==> src/ram_protect_defs.svh <==
`ifndef RAM_PROTECT_DEFS_SVH
`define RAM_PROTECT_DEFS_SVH
// Function
// - With protect_enable clear, every CPU and coprocessor RAM write is allowed.
// - With protect_enable set the write check runs and boundary registers ignore writes; clear, they accept writes.
// - With protection on, a coprocessor write outside its own region and the shared region is suppressed.
// - With protection on, a CPU write into the coprocessor RAM region sets violation_flag (bit 0).
// - Writing one to violation_flag clears it; writing zero leaves it alone.
// - The violation interrupt is high exactly while violation_irq_enable (bit 1) and violation_flag are set.
// - shared_region_upper_bound is written only while protect_enable is 0 and is readable at any time.
// - The 7-bit upper bound counts 256-byte blocks and the block it names belongs to the shared region.
// - The 8-bit program_page_index selects which of 256 pages appears in the program page window.
// - After reset program_page_index holds page FE, giving linear flash in the upper address space.
// - With rom_high_map_select at 0, fixed page FD appears at 4000-7FFF whatever the page index.
// - Fixed page FF always appears in the topmost 16K window whatever the page index.

`define OFS_PAGE_INDEX      12'h000
`define OFS_PROT_CTRL       12'h004
`define OFS_SHARED_UB       12'h008
`define OFS_COPRO_LOWER     12'h00c
`define OFS_SHARED_LOWER    12'h010
`define OFS_EVENT_STATUS    12'h014
`define OFS_EVENT_CLEAR     12'h018
`define OFS_EVENT_ENABLE    12'h01c

`define BIT_PROTECT_ENABLE  7
`define BIT_IRQ_ENABLE      1
`define BIT_FLAG            0
`define EVT_CPU_VIOLATION   0
`define EVT_COPRO_SUPPRESS  1

`define RST_PAGE_INDEX      8'hfe
`define RST_SHARED_UB       7'h7f
`define RST_COPRO_LOWER     7'h00
`define RST_SHARED_LOWER    7'h00
`define RST_EVENT_ENABLE    2'h0

`define FIXED_LOW_PAGE      8'hfd
`define FIXED_TOP_PAGE      8'hff
`define WIN_FIXED_LOW       2'h1
`define WIN_PAGED           2'h2
`define WIN_FIXED_TOP       2'h3
`endif

==> src/ram_protect_pkg.sv <==
package ram_protect_pkg;
	typedef enum logic [1:0] {
		SRC_NONE,
		SRC_FIXED_LOW,
		SRC_PAGED,
		SRC_FIXED_TOP
	} map_src_type;
endpackage

==> src/ram_protect.sv <==
`include "ram_protect_defs.svh"

module ram_protect
	import ram_protect_pkg::*;
(
	input  wire logic        REF_CLK,
	input  wire logic        RESET,
	input  wire logic        PSEL,
	input  wire logic        PENABLE,
	input  wire logic        PWRITE,
	input  wire logic [11:0] PADDR,
	input  wire logic [31:0] PWDATA,
	output logic      [31:0] PRDATA,
	output logic             PREADY,
	output logic             PSLVERR,
	input  wire logic        CPU_WR_REQ,
	input  wire logic [14:0] CPU_WR_ADDR,
	output logic             CPU_WR_GRANT,
	output logic             CPU_WR_DENY,
	input  wire logic        COPRO_WR_REQ,
	input  wire logic [14:0] COPRO_WR_ADDR,
	output logic             COPRO_WR_GRANT,
	output logic             COPRO_WR_DENY,
	input  wire logic        ROM_HIGH_MAP_SELECT,
	input  wire logic        MAP_VALID,
	input  wire logic [15:0] MAP_ADDR,
	output logic             FLASH_HIT,
	output logic      [7:0]  FLASH_PAGE,
	output logic             VIOLATION_IRQ,
	output logic             IRQ
);

	logic [7:0]  program_page_index;
	logic        protect_enable;
	logic        violation_irq_enable;
	logic        violation_flag;
	logic [6:0]  shared_region_upper_bound;
	logic [6:0]  copro_lower;
	logic [6:0]  shared_lower;
	logic [1:0]  event_status;
	logic [1:0]  event_enable;

	logic [7:0]  next_program_page_index;
	logic        next_protect_enable;
	logic        next_violation_irq_enable;
	logic        next_violation_flag;
	logic [6:0]  next_shared_region_upper_bound;
	logic [6:0]  next_copro_lower;
	logic [6:0]  next_shared_lower;
	logic [1:0]  next_event_status;
	logic [1:0]  next_event_enable;
	logic [31:0] next_prdata;
	logic        next_pready;
	logic        next_pslverr;
	logic        next_violation_irq;
	logic        next_irq;

	logic        setup;
	logic        wr_done;
	logic        mapped;
	logic        cpu_in_copro;
	logic        copro_in_copro;
	logic        copro_in_shared;
	logic        cpu_block;
	logic        copro_block;
	logic        bounds_open;

	logic        rom_map_meta;
	logic        rom_map_sync;
	map_src_type map_src;
	logic        next_flash_hit;
	logic [7:0]  next_flash_page;

	function automatic logic in_copro_region(input logic [14:0] addr, input logic [6:0] lo,
		input logic [6:0] sh_lo);
		in_copro_region = (addr[14:8] >= lo) && (addr[14:8] < sh_lo);
	endfunction

	// The named block itself is inside the shared region, hence the inclusive compare.
	function automatic logic in_shared_region(input logic [14:0] addr, input logic [6:0] sh_lo,
		input logic [6:0] sh_hi);
		in_shared_region = (addr[14:8] >= sh_lo) && (addr[14:8] <= sh_hi);
	endfunction

	assign cpu_in_copro = in_copro_region(CPU_WR_ADDR, copro_lower, shared_lower);
	assign copro_in_copro = in_copro_region(COPRO_WR_ADDR, copro_lower, shared_lower);
	assign copro_in_shared = in_shared_region(COPRO_WR_ADDR, shared_lower, shared_region_upper_bound);

	// Nothing is blocked while protection is off.
	assign cpu_block = protect_enable && CPU_WR_REQ && cpu_in_copro;
	assign copro_block = protect_enable && COPRO_WR_REQ && !copro_in_copro && !copro_in_shared;
	assign bounds_open = !protect_enable;

	// Read data and the answer are prepared in the setup cycle so every bus output is a flop.
	assign setup = PSEL && !PENABLE;
	assign wr_done = PSEL && PENABLE && PREADY && PWRITE;

	always_comb begin
		case (PADDR)
			`OFS_PAGE_INDEX, `OFS_PROT_CTRL, `OFS_SHARED_UB, `OFS_COPRO_LOWER,
			`OFS_SHARED_LOWER, `OFS_EVENT_STATUS, `OFS_EVENT_CLEAR, `OFS_EVENT_ENABLE: begin
				mapped = 1'b1;
			end
			default: begin
				mapped = 1'b0;
			end
		endcase
	end

	always_comb begin
		next_prdata = PRDATA;
		next_pready = setup;
		next_pslverr = setup && !mapped;
		if (setup && !PWRITE) begin
			next_prdata = 32'h0000_0000;
			case (PADDR)
				`OFS_PAGE_INDEX: begin
					next_prdata[7:0] = program_page_index;
				end
				`OFS_PROT_CTRL: begin
					next_prdata[`BIT_PROTECT_ENABLE] = protect_enable;
					next_prdata[`BIT_IRQ_ENABLE] = violation_irq_enable;
					next_prdata[`BIT_FLAG] = violation_flag;
				end
				`OFS_SHARED_UB: begin
					next_prdata[6:0] = shared_region_upper_bound;
				end
				`OFS_COPRO_LOWER: begin
					next_prdata[6:0] = copro_lower;
				end
				`OFS_SHARED_LOWER: begin
					next_prdata[6:0] = shared_lower;
				end
				`OFS_EVENT_STATUS: begin
					next_prdata[1:0] = event_status;
				end
				`OFS_EVENT_ENABLE: begin
					next_prdata[1:0] = event_enable;
				end
				default: begin
					next_prdata = 32'h0000_0000;
				end
			endcase
		end
	end

	always_comb begin
		next_program_page_index = program_page_index;
		next_protect_enable = protect_enable;
		next_violation_irq_enable = violation_irq_enable;
		next_violation_flag = violation_flag;
		next_shared_region_upper_bound = shared_region_upper_bound;
		next_copro_lower = copro_lower;
		next_shared_lower = shared_lower;
		next_event_status = event_status;
		next_event_enable = event_enable;
		if (wr_done) begin
			case (PADDR)
				`OFS_PAGE_INDEX: begin
					next_program_page_index = PWDATA[7:0];
				end
				`OFS_PROT_CTRL: begin
					next_protect_enable = PWDATA[`BIT_PROTECT_ENABLE];
					next_violation_irq_enable = PWDATA[`BIT_IRQ_ENABLE];
					next_violation_flag = violation_flag && !PWDATA[`BIT_FLAG];
				end
				`OFS_SHARED_UB: begin
					if (bounds_open) begin
						next_shared_region_upper_bound = PWDATA[6:0];
					end
				end
				`OFS_COPRO_LOWER: begin
					if (bounds_open) begin
						next_copro_lower = PWDATA[6:0];
					end
				end
				`OFS_SHARED_LOWER: begin
					if (bounds_open) begin
						next_shared_lower = PWDATA[6:0];
					end
				end
				`OFS_EVENT_CLEAR: begin
					next_event_status = event_status & ~PWDATA[1:0];
				end
				`OFS_EVENT_ENABLE: begin
					next_event_enable = PWDATA[1:0];
				end
				default: begin
					next_event_enable = event_enable;
				end
			endcase
		end
		// A violation in the same cycle as its clear must not be lost, so the set comes last.
		if (cpu_block) begin
			next_violation_flag = 1'b1;
			next_event_status[`EVT_CPU_VIOLATION] = 1'b1;
		end
		if (copro_block) begin
			next_event_status[`EVT_COPRO_SUPPRESS] = 1'b1;
		end
		next_violation_irq = next_violation_flag && next_violation_irq_enable;
		next_irq = |(next_event_status & next_event_enable);
	end

	always_ff @(posedge REF_CLK or posedge RESET) begin
		if (RESET) begin
			program_page_index <= `RST_PAGE_INDEX;
			protect_enable <= 1'b0;
			violation_irq_enable <= 1'b0;
			violation_flag <= 1'b0;
			shared_region_upper_bound <= `RST_SHARED_UB;
			copro_lower <= `RST_COPRO_LOWER;
			shared_lower <= `RST_SHARED_LOWER;
			event_status <= 2'h0;
			event_enable <= `RST_EVENT_ENABLE;
			PRDATA <= 32'h0000_0000;
			PREADY <= 1'b0;
			PSLVERR <= 1'b0;
			VIOLATION_IRQ <= 1'b0;
			IRQ <= 1'b0;
		end else begin
			program_page_index <= next_program_page_index;
			protect_enable <= next_protect_enable;
			violation_irq_enable <= next_violation_irq_enable;
			violation_flag <= next_violation_flag;
			shared_region_upper_bound <= next_shared_region_upper_bound;
			copro_lower <= next_copro_lower;
			shared_lower <= next_shared_lower;
			event_status <= next_event_status;
			event_enable <= next_event_enable;
			PRDATA <= next_prdata;
			PREADY <= next_pready;
			PSLVERR <= next_pslverr;
			VIOLATION_IRQ <= next_violation_irq;
			IRQ <= next_irq;
		end
	end

	always_ff @(posedge REF_CLK or posedge RESET) begin
		if (RESET) begin
			CPU_WR_GRANT <= 1'b0;
			CPU_WR_DENY <= 1'b0;
			COPRO_WR_GRANT <= 1'b0;
			COPRO_WR_DENY <= 1'b0;
		end else begin
			CPU_WR_GRANT <= CPU_WR_REQ && !cpu_block;
			CPU_WR_DENY <= cpu_block;
			COPRO_WR_GRANT <= COPRO_WR_REQ && !copro_block;
			COPRO_WR_DENY <= copro_block;
		end
	end

	always_comb begin
		case (MAP_ADDR[15:14])
			`WIN_FIXED_TOP: begin
				map_src = SRC_FIXED_TOP;
			end
			`WIN_PAGED: begin
				map_src = SRC_PAGED;
			end
			`WIN_FIXED_LOW: begin
				map_src = rom_map_sync ? SRC_NONE : SRC_FIXED_LOW;
			end
			default: begin
				map_src = SRC_NONE;
			end
		endcase
	end

	always_comb begin
		next_flash_hit = MAP_VALID;
		case (map_src)
			SRC_FIXED_TOP: begin
				next_flash_page = `FIXED_TOP_PAGE;
			end
			SRC_PAGED: begin
				next_flash_page = program_page_index;
			end
			SRC_FIXED_LOW: begin
				next_flash_page = `FIXED_LOW_PAGE;
			end
			default: begin
				next_flash_hit = 1'b0;
				next_flash_page = 8'h00;
			end
		endcase
	end

	// The map option is a pin, so it is synchronised before the decode reads it.
	always_ff @(posedge REF_CLK or posedge RESET) begin
		if (RESET) begin
			rom_map_meta <= 1'b0;
			rom_map_sync <= 1'b0;
			FLASH_HIT <= 1'b0;
			FLASH_PAGE <= 8'h00;
		end else begin
			rom_map_meta <= ROM_HIGH_MAP_SELECT;
			rom_map_sync <= rom_map_meta;
			FLASH_HIT <= next_flash_hit;
			FLASH_PAGE <= next_flash_page;
		end
	end

	logic past_reset;
	always_ff @(posedge REF_CLK or posedge RESET) begin
		if (RESET) begin
			past_reset <= 1'b1;
		end else begin
			past_reset <= 1'b0;
		end
	end
endmodule

==> config.mk <==
export PLATFORM = sky130hd
export DESIGN_NAME = ram_protect
export DESIGN_NICKNAME = d
export VERILOG_FILES = /design/src/ram_protect_pkg.sv /design/src/ram_protect.sv
export VERILOG_INCLUDE_DIRS = /design/src
export SDC_FILE = /design/constraint.sdc
export NUM_CORES = 1
export LEC_CHECK = 0
export CAP_MARGIN = 20
export CORE_MARGIN = 2
export CORE_UTILIZATION = 45
export DETAILED_ROUTE_END_ITERATION = 7
export DONT_BUFFER_PORTS = 1
export HOLD_SLACK_MARGIN = 0.15
export PLACE_DENSITY = 0.67
export SLEW_MARGIN = 20
export SYNTH_ARGS = -nofsm -noshare
export SYNTH_HDL_FRONTEND = slang
export SYNTH_SLANG_ARGS = --single-unit
==> constraint.sdc <==
create_clock -name REF_CLK -period 2.3 [get_ports REF_CLK]
set_clock_uncertainty 0.2 [all_clocks]
set_input_delay 0.115 -clock REF_CLK [delete_from_list [all_inputs] [get_ports REF_CLK]]
set_output_delay 0.115 -clock REF_CLK [all_outputs]
set_load 0.02 [all_outputs]
==> results_dict.tcl, run 1 <==
set metrics [dict create \
    outcome "finished, violations left" \
    failed_checks "negative hold slack" \
    grt_start_max_net_pins 53 \
    cp.required_ps 2330 \
    die_area_um2 8870 \
    timing.rr.start "shared_region_upper_bound[3]" \
    pwr-share-seq 0.492 \
    path_class "reg -> reg" \
    drive_gt1_frac 0.221 \
    synth_edf_count 0 \
    clock_sinks 63 \
    num_vias 2920 \
    wl_um 9610 \
    diodes 0 \
    stdcell_area_um2 4720 \
    multiInputGateArea_um2 1960 \
    final_core_util 0.604 \
    nets 562 \
    cp_slowest_cell "dfstp_2" \
    synth_warnings 0 \
    powerDensity_nw_per_um2 495 \
    use_met2 0.398 \
    power_leakage_nw 2.21 \
    core_um2 7810 \
    critPathMaxFanout 3 \
    die_h_um 94.2 \
    grt_pass1_vias 2987 \
    fill_cells 637 \
    clock_path_buffers 2 \
    peakVddDrop_uv 473 \
    busiest_layer "met2" \
    antenna_found_initial 0 \
    worst_slack_ps 18.0 \
    route.detailed.drc 0 \
    synth_seq_cells 63 \
    hold_slack_ps -283 \
    rrSetupSlack_ps 20 \
    dr.pass1.iters 4 \
    cp_cell_sequence "inv_1, ha_4, a21o_1, a221oi_2, a32o_2, a221o_1, nand2_2, a22o_1" \
    maxCapViolCount 0 \
    worstHoldStart "PWDATA[0]" \
    clk_latency_ps 330 \
    crit_path_start "shared_region_upper_bound[3]" \
    met1_usage 0.245 \
    die_width_um 94.2 \
    grt_overflow 0 \
    numCtsBuffers 9 \
    place.gp.congestion 0.792 \
    slew_viol_final 0 \
    power_frac_clock 0.400 \
    clk_pin_slew_worst_paths_ps 70 \
    p_int_mw 1.76 \
    yosys.cell_types.count 52 \
    slowest_delay_ps 540 \
    cts_tree "done" \
    end_kind "register" \
    syn_to_final_growth_pct 28.8 \
    dp.cells 457 \
    min_path_type "in -> reg" \
    ant_nets 0 \
    yosysSeqAreaShare 0.435 \
    placedInstanceArea_um2 3800 \
    finalHoldViolCount 6 \
    io_pins 148 \
    syn_inst 347 \
    floorplan.initialDensity 0.469 \
    cp-start-kind "register" \
    wl_per_cell_um 17.9 \
    r2r_cells 8 \
    hold_path_depth 1 \
    power.switching_mw 0.574 \
    track_usage 0.218 \
    netSwitchingFraction 0.246 \
    combPwrFrac 0.108 \
    holdPathEnd "program_page_index[0]" \
    grtUsageMet3 0.0674 \
    fin_tns_setup_ps 0 \
    htree_levels 3 \
    dp_hpwl_um 6390 \
    synthArstFlopShare 1.00 \
    timing.rr.end "IRQ" \
    worst_slew_pin_slew_ps 707 \
    row_count 32 \
    first_iter_violations 108 \
    crit_arrival_ps 2310 \
    pre_cts_slack_ps -126 \
    fin_crit_sh 0.992 \
    syn_area_per_cell_um2 10.6 \
    relSlewSlack 0.527 \
    port_buffers 0 \
    avgViaCountPerCell 5.45 \
    synth_area_um2 3660 \
    fin_cells 536 \
    max_freq_mhz 438 \
    synth_ff_type "dfrtp_1" \
    min_period_ps 2280 \
    rsz0062_at_grt "yes" \
    root_buffer "clkbuf_8" \
    seq_area_um2 1590 \
    setup_viol 0 \
    grt_pass1_wl_um 14600 \
]
-- state kept, by name (all words and copies together) (netlist names), 2 cells and up --
signal	flops
event_status	2
program_page_index	8
event_enable	2
copro_lower	7
shared_region_upper_bound	7
PRDATA	8
shared_lower	7
FLASH_PAGE	8
-- cell usage in the layout, fill, tap and decap left out, types with 6 or more instances in the layout --
cell and n:
a21oi_1 10, nand2b_1 6, o21ai_1 7, ha_1 30, mux2i_1 13, nand2_1 41, dlygate4sd3_1 54, nand4_1 6
buf_4 25, conb_1 24, mux2_2 12, o21ai_0 10, nor2_1 10, dfstp_2 14, dfrtp_1 49, o221ai_1 6
inv_1 21, clkbuf_8 10, mux2_1 11
-- what timing repair did --
item                                    in CTS  in global routing
pin swaps                                    8                 10
buffers inserted                             4                  5
endpoints found under the setup margin       5                  7
hold buffers                                49                  5
hold endpoints to repair                   125                 34
resized for setup                           14                  5
-- metal layers --
layer / up-vias / routed length (µm)
li1: 1351 / -
met1: 1455 / 3800
met2: 98 / 5010
met3: 16 / 621
met4: 0 / 177
met5: - / 0
-- synthesized netlist by cell type, types with 2 or more instances --
cell type / count / share of area
o21ai_0: 10 / 0.014
o41ai_1: 3 / 0.0072
o21bai_1: 2 / 0.0041
mux2_2: 12 / 0.037
nand4_1: 6 / 0.010
mux2_1: 11 / 0.034
nand3_1: 4 / 0.0055
nor3_1: 2 / 0.0027
nor2b_1: 5 / 0.0085
dfrtp_1: 49 / 0.33
nand2_1: 42 / 0.043
a21o_1: 5 / 0.010
nand3b_1: 2 / 0.0041
o2111ai_1: 2 / 0.0048
mux2i_1: 13 / 0.036
ha_1: 34 / 0.12
a221oi_1: 2 / 0.0048
nand2b_1: 7 / 0.012
nor2_2: 2 / 0.0034
dfstp_2: 14 / 0.10
and3_1: 2 / 0.0034
buf_1: 3 / 0.0031
o221ai_1: 6 / 0.014
nor2_1: 10 / 0.010
a21oi_1: 10 / 0.014
inv_1: 25 / 0.026
a211oi_1: 4 / 0.0082
o21ai_1: 8 / 0.011
clkbuf_1: 5 / 0.0051
mux2_4: 2 / 0.0082
buf_4: 24 / 0.049
-- per-stage QoR --
stage	hold slack [ps]	total power [mW]
after floorplan	-53.6	1.34
after global placement	-248	1.32
after detailed placement	-237	1.33
after CTS	-298	2.34
after global routing	-293	2.45
final	-283	2.34
-- worst max path at each step --
| stage | end | cells after the start | slack (ps) |
|---|---|---|---|
| after floorplan | COPRO_WR_GRANT | 7 | 100 |
| after global placement | IRQ | 8 | -80 |
| after detailed placement | IRQ | 8 | -130 |
| after CTS | IRQ | 8 | -6 |
| after global routing | IRQ | 8 | -40 |
| final | IRQ | 8 | 20 |
-- layout make-up --
| class | instances | share of cell area |
|---|---|---|
| flip-flops and latches | 63 | 0.338 |
| well taps | 102 | 0.0271 |
| clock inverters | 4 | 0.00955 |
| multi-input cells | 249 | 0.415 |
| repair buffers | 80 | 0.159 |
| clock buffers | 12 | 0.0308 |
| inverters | 26 | 0.0207 |
-- power groups by stage --
stage / sequential, mW / combinational (mW) / clock [mW]
floorplan: 1.17 / 0.171 / 0
global placement: 1.17 / 0.154 / 0
detailed placement: 1.17 / 0.161 / 0
CTS: 1.15 / 0.235 / 0.960
global route: 1.15 / 0.281 / 1.02
finish: 1.15 / 0.253 / 0.934
-- worst max-delay path: cells and delay by family, from the launching register on --
family	cells	cell delay (ps)
simple gates	1	90
compound gates	5	1060
flops	1	540
buf+inv	1	60
fa+ha+maj	1	220
-- cell families after synthesis --
logic type	count (synthesis)	share of synthesized area
other	1	0.00102
and+or+nand+nor	91	0.128
muxes	39	0.121
adders and majority gates	34	0.116
AOI/OAI and AO/OA	61	0.114
DFF	63	0.435
buffers and inverters	58	0.0841
Note: power is estimated with default switching activity, not from simulation.
==> run 2, diff against run 1 <==
Settings changed: ABC_CLOCK_PERIOD_IN_PS from default to 2300, CORE_UTILIZATION 45 to 55, PLACE_DENSITY 0.67 to 0.78.
==> run 2 against run 1 <==
  * The run now ends clean
  * Highest routed layer unchanged
  * Critical path type unchanged
  * Global-route usage increased by 4.2 points
  * Sequential cell count is the same
  * Sequential power about the same
  * Hold slack improved by 440 ps
  * Largest cell class unchanged
  * First-iteration DRC count grew 87%
  * Combinational power grew 4%
==> results_dict.tcl, run 2 (same netlist as run 1, synthesis figures left out) <==
set metrics [dict create \
    outcome "complete, no violations" \
    power_leakage_nw 2.19 \
    ant_nets 0 \
    finalHoldViolCount 0 \
    floorplan.initialDensity 0.573 \
    clock_sinks 63 \
    num_vias 2878 \
    cp-start-kind "register" \
    grt_pass1_vias 3080 \
    powerDensity_nw_per_um2 497 \
    dp_hpwl_um 6260 \
    grt_start_max_net_pins 40 \
    min_period_ps 2270 \
    route.detailed.drc 0 \
    cts_tree "done" \
    cp_cell_sequence "inv_2, ha_4, and3_4, o2111ai_1, a32o_2, a221o_1, nand2_2, a22o_1" \
    clk_pin_slew_worst_paths_ps 70 \
    slowest_delay_ps 550 \
    cp_slowest_cell "dfstp_2" \
    worst_slew_pin_slew_ps 945 \
    crit_buf_inv 1 \
    nets 550 \
    die_width_um 85.6 \
    drive_gt1_frac 0.199 \
    numCtsBuffers 9 \
    setup_viol 0 \
    final_common_cell "dfrtp_1" \
    antenna_found_initial 0 \
    cp.required_ps 2400 \
    diodes 0 \
    syn_to_final_growth_pct 24.7 \
    peakVddDrop_uv 439 \
    maxCapViolCount 0 \
    track_usage 0.261 \
    critPathMaxFanout 3 \
    path_class "reg -> reg" \
    fin_tns_setup_ps 0 \
    fin_crit_sh 0.988 \
    worst_slack_ps 28.4 \
    first_iter_violations 202 \
    pre_cts_slack_ps -114 \
    wl_per_cell_um 18.6 \
    fill_cells 457 \
    wl_um 9260 \
    final_cell_mix "dfrtp_1 (49), dlygate4sd3_1 (45), nand2_1 (41)" \
    top_regs "FLASH_PAGE (8), PRDATA (8), program_page_index (8)" \
    grt_pass1_wl_um 14600 \
    rsz0062_at_grt "yes" \
    row_count 29 \
    die_area_um2 7320 \
    io_pins 148 \
    clk_latency_ps 350 \
    max_freq_mhz 440 \
    port_buffers 0 \
    root_buffer "clkbuf_8" \
    die_h_um 85.6 \
    core_um2 6390 \
    dr.pass1.iters 4 \
    end_kind "register" \
    relSlewSlack 0.370 \
    place.gp.congestion 0.852 \
    htree_levels 3 \
    min_path_type "reg -> reg" \
    avgViaCountPerCell 5.77 \
    clock_path_buffers 2 \
    slew_viol_final 0 \
    crit_family "compound AO/OA/AOI/OAI gates" \
    power_mw 2.27 \
    grt_overflow 0 \
    crit_arrival_ps 2370 \
]
[run 2: what timing repair did]
item | CTS | global route
buffers inserted | 2 | 4
hold buffers | 46 | 2
pin swaps | 7 | 12
endpoints found under the hold margin | 119 | 1
setup endpoints to repair | 3 | 20
resized for setup | 6 | 13
[run 2: final timing paths]
| path | from | end | slack [ps] | cells past startpoint |
|---|---|---|---|---|
| min | rom_map_meta | rom_map_sync | 150 | 0 |
| max in group asynchronous | RESET | copro_lower[5] | 490 | 3 |
| min in group asynchronous | RESET | program_page_index[3] | 220 | 2 |
| max | shared_region_upper_bound[6] | IRQ | 30 | 8 |
| max reg2reg | shared_region_upper_bound[6] | IRQ | 30 | 8 |
| min reg2reg | rom_map_meta | rom_map_sync | 150 | 0 |
[run 2: final cells by class]
| class | instances | area, µm² | share of cell area |
|---|---|---|---|
| Multi-Input combinational cell | 249 | 1960 | 0.428 |
| Sequential cell | 63 | 1590 | 0.349 |
| Timing Repair Buffer | 68 | 651 | 0.143 |
| Clock buffer | 15 | 166 | 0.0364 |
| Inverter | 26 | 97.6 | 0.0214 |
| Tap cell | 77 | 96.3 | 0.0211 |
| Clock inverter | 1 | 5.00 | 0.00110 |
[run 2: worst reg2reg max path, stage by stage (launching register included)]
cell       delay (ps)
dfstp_2           550
inv_2              50
ha_4              260
and3_4            200
o2111ai_1         120
a32o_2            250
a221o_1           360
nand2_2           100
a22o_1            120
[run 2: per-stage QoR]
| step | cell area, µm² | hold WS (ps) | instances | util |
|---|---|---|---|---|
| 4_1_cts | 4450 | 43.6 | 493 | 0.696 |
| 6_report | 4570 | 155 | 499 | 0.715 |
| 3_3_place_gp | 3750 | -131 | 429 | 0.587 |
| 2_1_floorplan | 3750 | -53.6 | 370 | - |
| 5_1_grt | 4570 | 157 | 499 | 0.715 |
| 3_5_place_dp | 3750 | -121 | 429 | 0.587 |
[run 2: metal layers]
layer	track usage	vias up	share of wire
met5	0	-	0
li1	-	1323	-
met4	0.126	0	0.029
met1	0.302	1418	0.39
met3	0.0626	28	0.058
met2	0.453	109	0.52
[run 2: where the power goes]
group	switching (mW)	internal [mW]	leakage (nW)
Combinational	0.150	0.113	1.33
Clock	0.408	0.450	0.0877
Sequential	0.0229	1.13	0.772
Total	0.581	1.69	2.19
==> run 3, diff against run 2 <==
--- a/config.mk
+++ b/config.mk
@@ -8,3 +8,3 @@
 export LEC_CHECK = 0
-export ABC_CLOCK_PERIOD_IN_PS = 2300
+export ABC_CLOCK_PERIOD_IN_PS = 2150
 export CAP_MARGIN = 20
@@ -15,3 +15,3 @@
 export HOLD_SLACK_MARGIN = 0.15
-export PLACE_DENSITY = 0.78
+export PLACE_DENSITY = 0.75
 export SLEW_MARGIN = 20
==> constraint.sdc (replaced) <==
create_clock -name REF_CLK -period 2.15 [get_ports REF_CLK]
set_clock_uncertainty 0.2 [all_clocks]
set_input_delay 0.1075 -clock REF_CLK [delete_from_list [all_inputs] [get_ports REF_CLK]]
set_output_delay 0.1075 -clock REF_CLK [all_outputs]
set_load 0.1 [all_outputs]
==> run 3 against run 2 <==
  * The flow now finishes with violations (negative hold slack, negative setup slack)
  * Final area grew 7.4%
  * Clock power grew 8.0%
  * Critical endpoint is now violation_irq_enable
  * Critical path type is now in -> reg
  * Sequential power grew 5%
  * Sequential share of layout area shrank 2.4 points
==> results_dict.tcl, run 3 (same netlist as run 1, synthesis figures left out) <==
set metrics [dict create \
    outcome "finished, violations left" \
    failed_checks "negative hold slack, negative setup slack" \
    r2r_cells 9 \
    wl_um 10100 \
    worst_slew_pin_slew_ps 971 \
    cp_slowest_cell "dlygate4sd3_1" \
    crit_family "buffers and inverters" \
    min_period_ps 2280 \
    powerDensity_nw_per_um2 547 \
    clock_path_buffers 2 \
    core_um2 6390 \
    grt_overflow 0 \
    cts_tree "done" \
    power_frac_clock 0.345 \
    min_path_type "in -> reg" \
    power.switching_mw 0.868 \
    netSwitchingFraction 0.324 \
    end_kind "register" \
    top_regs "FLASH_PAGE (8), PRDATA (8), program_page_index (8)" \
    route.detailed.drc 0 \
    rsz0062_at_grt "yes" \
    die_area_um2 7320 \
    clk_latency_ps 340 \
    final_cell_mix "buf_4 (59), dfrtp_1 (48), dlygate4sd3_1 (46)" \
    numCtsBuffers 9 \
    antenna_found_initial 0 \
    slew_viol_final 0 \
    htree_levels 3 \
    wl_per_cell_um 18.8 \
    num_vias 3078 \
    finalHoldViolCount 10 \
    critPathMaxFanout 10 \
    power_leakage_nw 2.35 \
    cp.required_ps 2180 \
    hold_slack_ps -226 \
    port_buffers 0 \
    rrSetupSlack_ps -100 \
    avgViaCountPerCell 5.72 \
    setup_viol 8 \
    crit_buf_inv 3 \
    final_common_cell "buf_4" \
    grt_start_max_net_pins 24 \
    clk_pin_slew_worst_paths_ps 70 \
    root_buffer "clkbuf_8" \
    grt_pass1_wl_um 15800 \
    worst-path-stages 6 \
    relSlewSlack 0.351 \
    fin_tns_setup_ps -408 \
    syn_to_final_growth_pct 33.9 \
    p_int_mw 1.81 \
    floorplan.initialDensity 0.573 \
    max_freq_mhz 439 \
    drive_gt1_frac 0.306 \
    final_core_util 0.768 \
    maxCapViolCount 0 \
    cpMostUsedCell "dlygate4sd3_1" \
    hold_path_depth 2 \
    diodes 0 \
    dp_hpwl_um 6450 \
    nets 589 \
    pwr-share-seq 0.451 \
    combPwrFrac 0.204 \
    worst_slack_ps -125 \
    grt_pass1_vias 3136 \
    cp_cell_sequence "dlygate4sd3_1, or2_4, dlygate4sd3_1, nor4_4, buf_4, mux2_2" \
    dr.pass1.iters 5 \
    clock_sinks 63 \
    fill_cells 389 \
    row_count 29 \
    die_h_um 85.6 \
    fin_crit_sh 1.06 \
    io_pins 148 \
    cp-start-kind "input pin" \
    die_width_um 85.6 \
    slowest_delay_ps 600 \
    place.gp.congestion 0.880 \
    ant_nets 0 \
    path_class "in -> reg" \
    track_usage 0.283 \
    first_iter_violations 196 \
    crit_arrival_ps 2300 \
    peakVddDrop_uv 474 \
]
[run 3: cell count changes in the layout (fill, tap and decap cells not counted), moves of 2 or more]
cell,delta
nor2b_2,+2
o21ai_0,-3
nor2b_1,-2
clkbuf_1,-2
inv_1,-5
buf_4,+40
ha_1,-3
ha_4,+2
inv_2,+5
o21ai_1,+2
[run 3: layout make-up]
cell class	instances	area, µm²	area share
multi-input cells	249	2010	0.410
flip-flops and latches	63	1600	0.325
repair buffers	107	928	0.189
clock buffers	13	159	0.0324
inverters	26	97.6	0.0199
well taps	77	96.3	0.0196
clock inverters	3	17.5	0.00357
[run 3: what timing repair did]
item	in CTS	in global routing
endpoints found under the hold margin	115	40
setup buffers	2	7
resized for setup	11	20
hold buffers	46	2
setup endpoints to repair	5	15
pin swaps	11	13
[run 3: per-stage QoR]
stage          hold slack [ps]  power, mW  cells  setup WS [ps]  instance area (µm²)
6_report                  -226       2.68    538           -125                 4900
2_1_floorplan            -61.1       1.67    370           -180                 3770
5_1_grt                   -235       2.78    538           -143                 4900
4_1_cts                   -248       2.66    529          -63.4                 4760
3_3_place_gp              -124       1.67    465           -187                 4030
3_5_place_dp              -125       1.68    465           -231                 4030
[run 3: routing by layer]
metal | track usage | wire [µm] | vias to the layer above
li1 | - | - | 1409
met1 | 0.348 | 3990 | 1505
met2 | 0.483 | 5270 | 142
met3 | 0.0712 | 701 | 22
met4 | 0.101 | 175 | 0
met5 | 0 | 0 | -
[run 3: power groups by stage]
stage / Clock (mW) / Sequential (mW) / Combinational (mW)
after global routing: 1.00 / 1.21 / 0.575
after CTS: 0.923 / 1.21 / 0.533
after floorplan: 0 / 1.34 / 0.331
after detailed placement: 0 / 1.23 / 0.447
final: 0.927 / 1.21 / 0.547
after global placement: 0 / 1.23 / 0.441
[run 3: final timing paths]
kind                                     start               endpoint
worst max-delay path                  PADDR[4]   violation_irq_enable
worst min-delay path                  PADDR[2]        event_status[0]
max in group asynchronous                RESET                 PREADY
min in group asynchronous                RESET  program_page_index[7]
worst max register to register  copro_lower[3]                    IRQ
worst min register to register    rom_map_meta           rom_map_sync
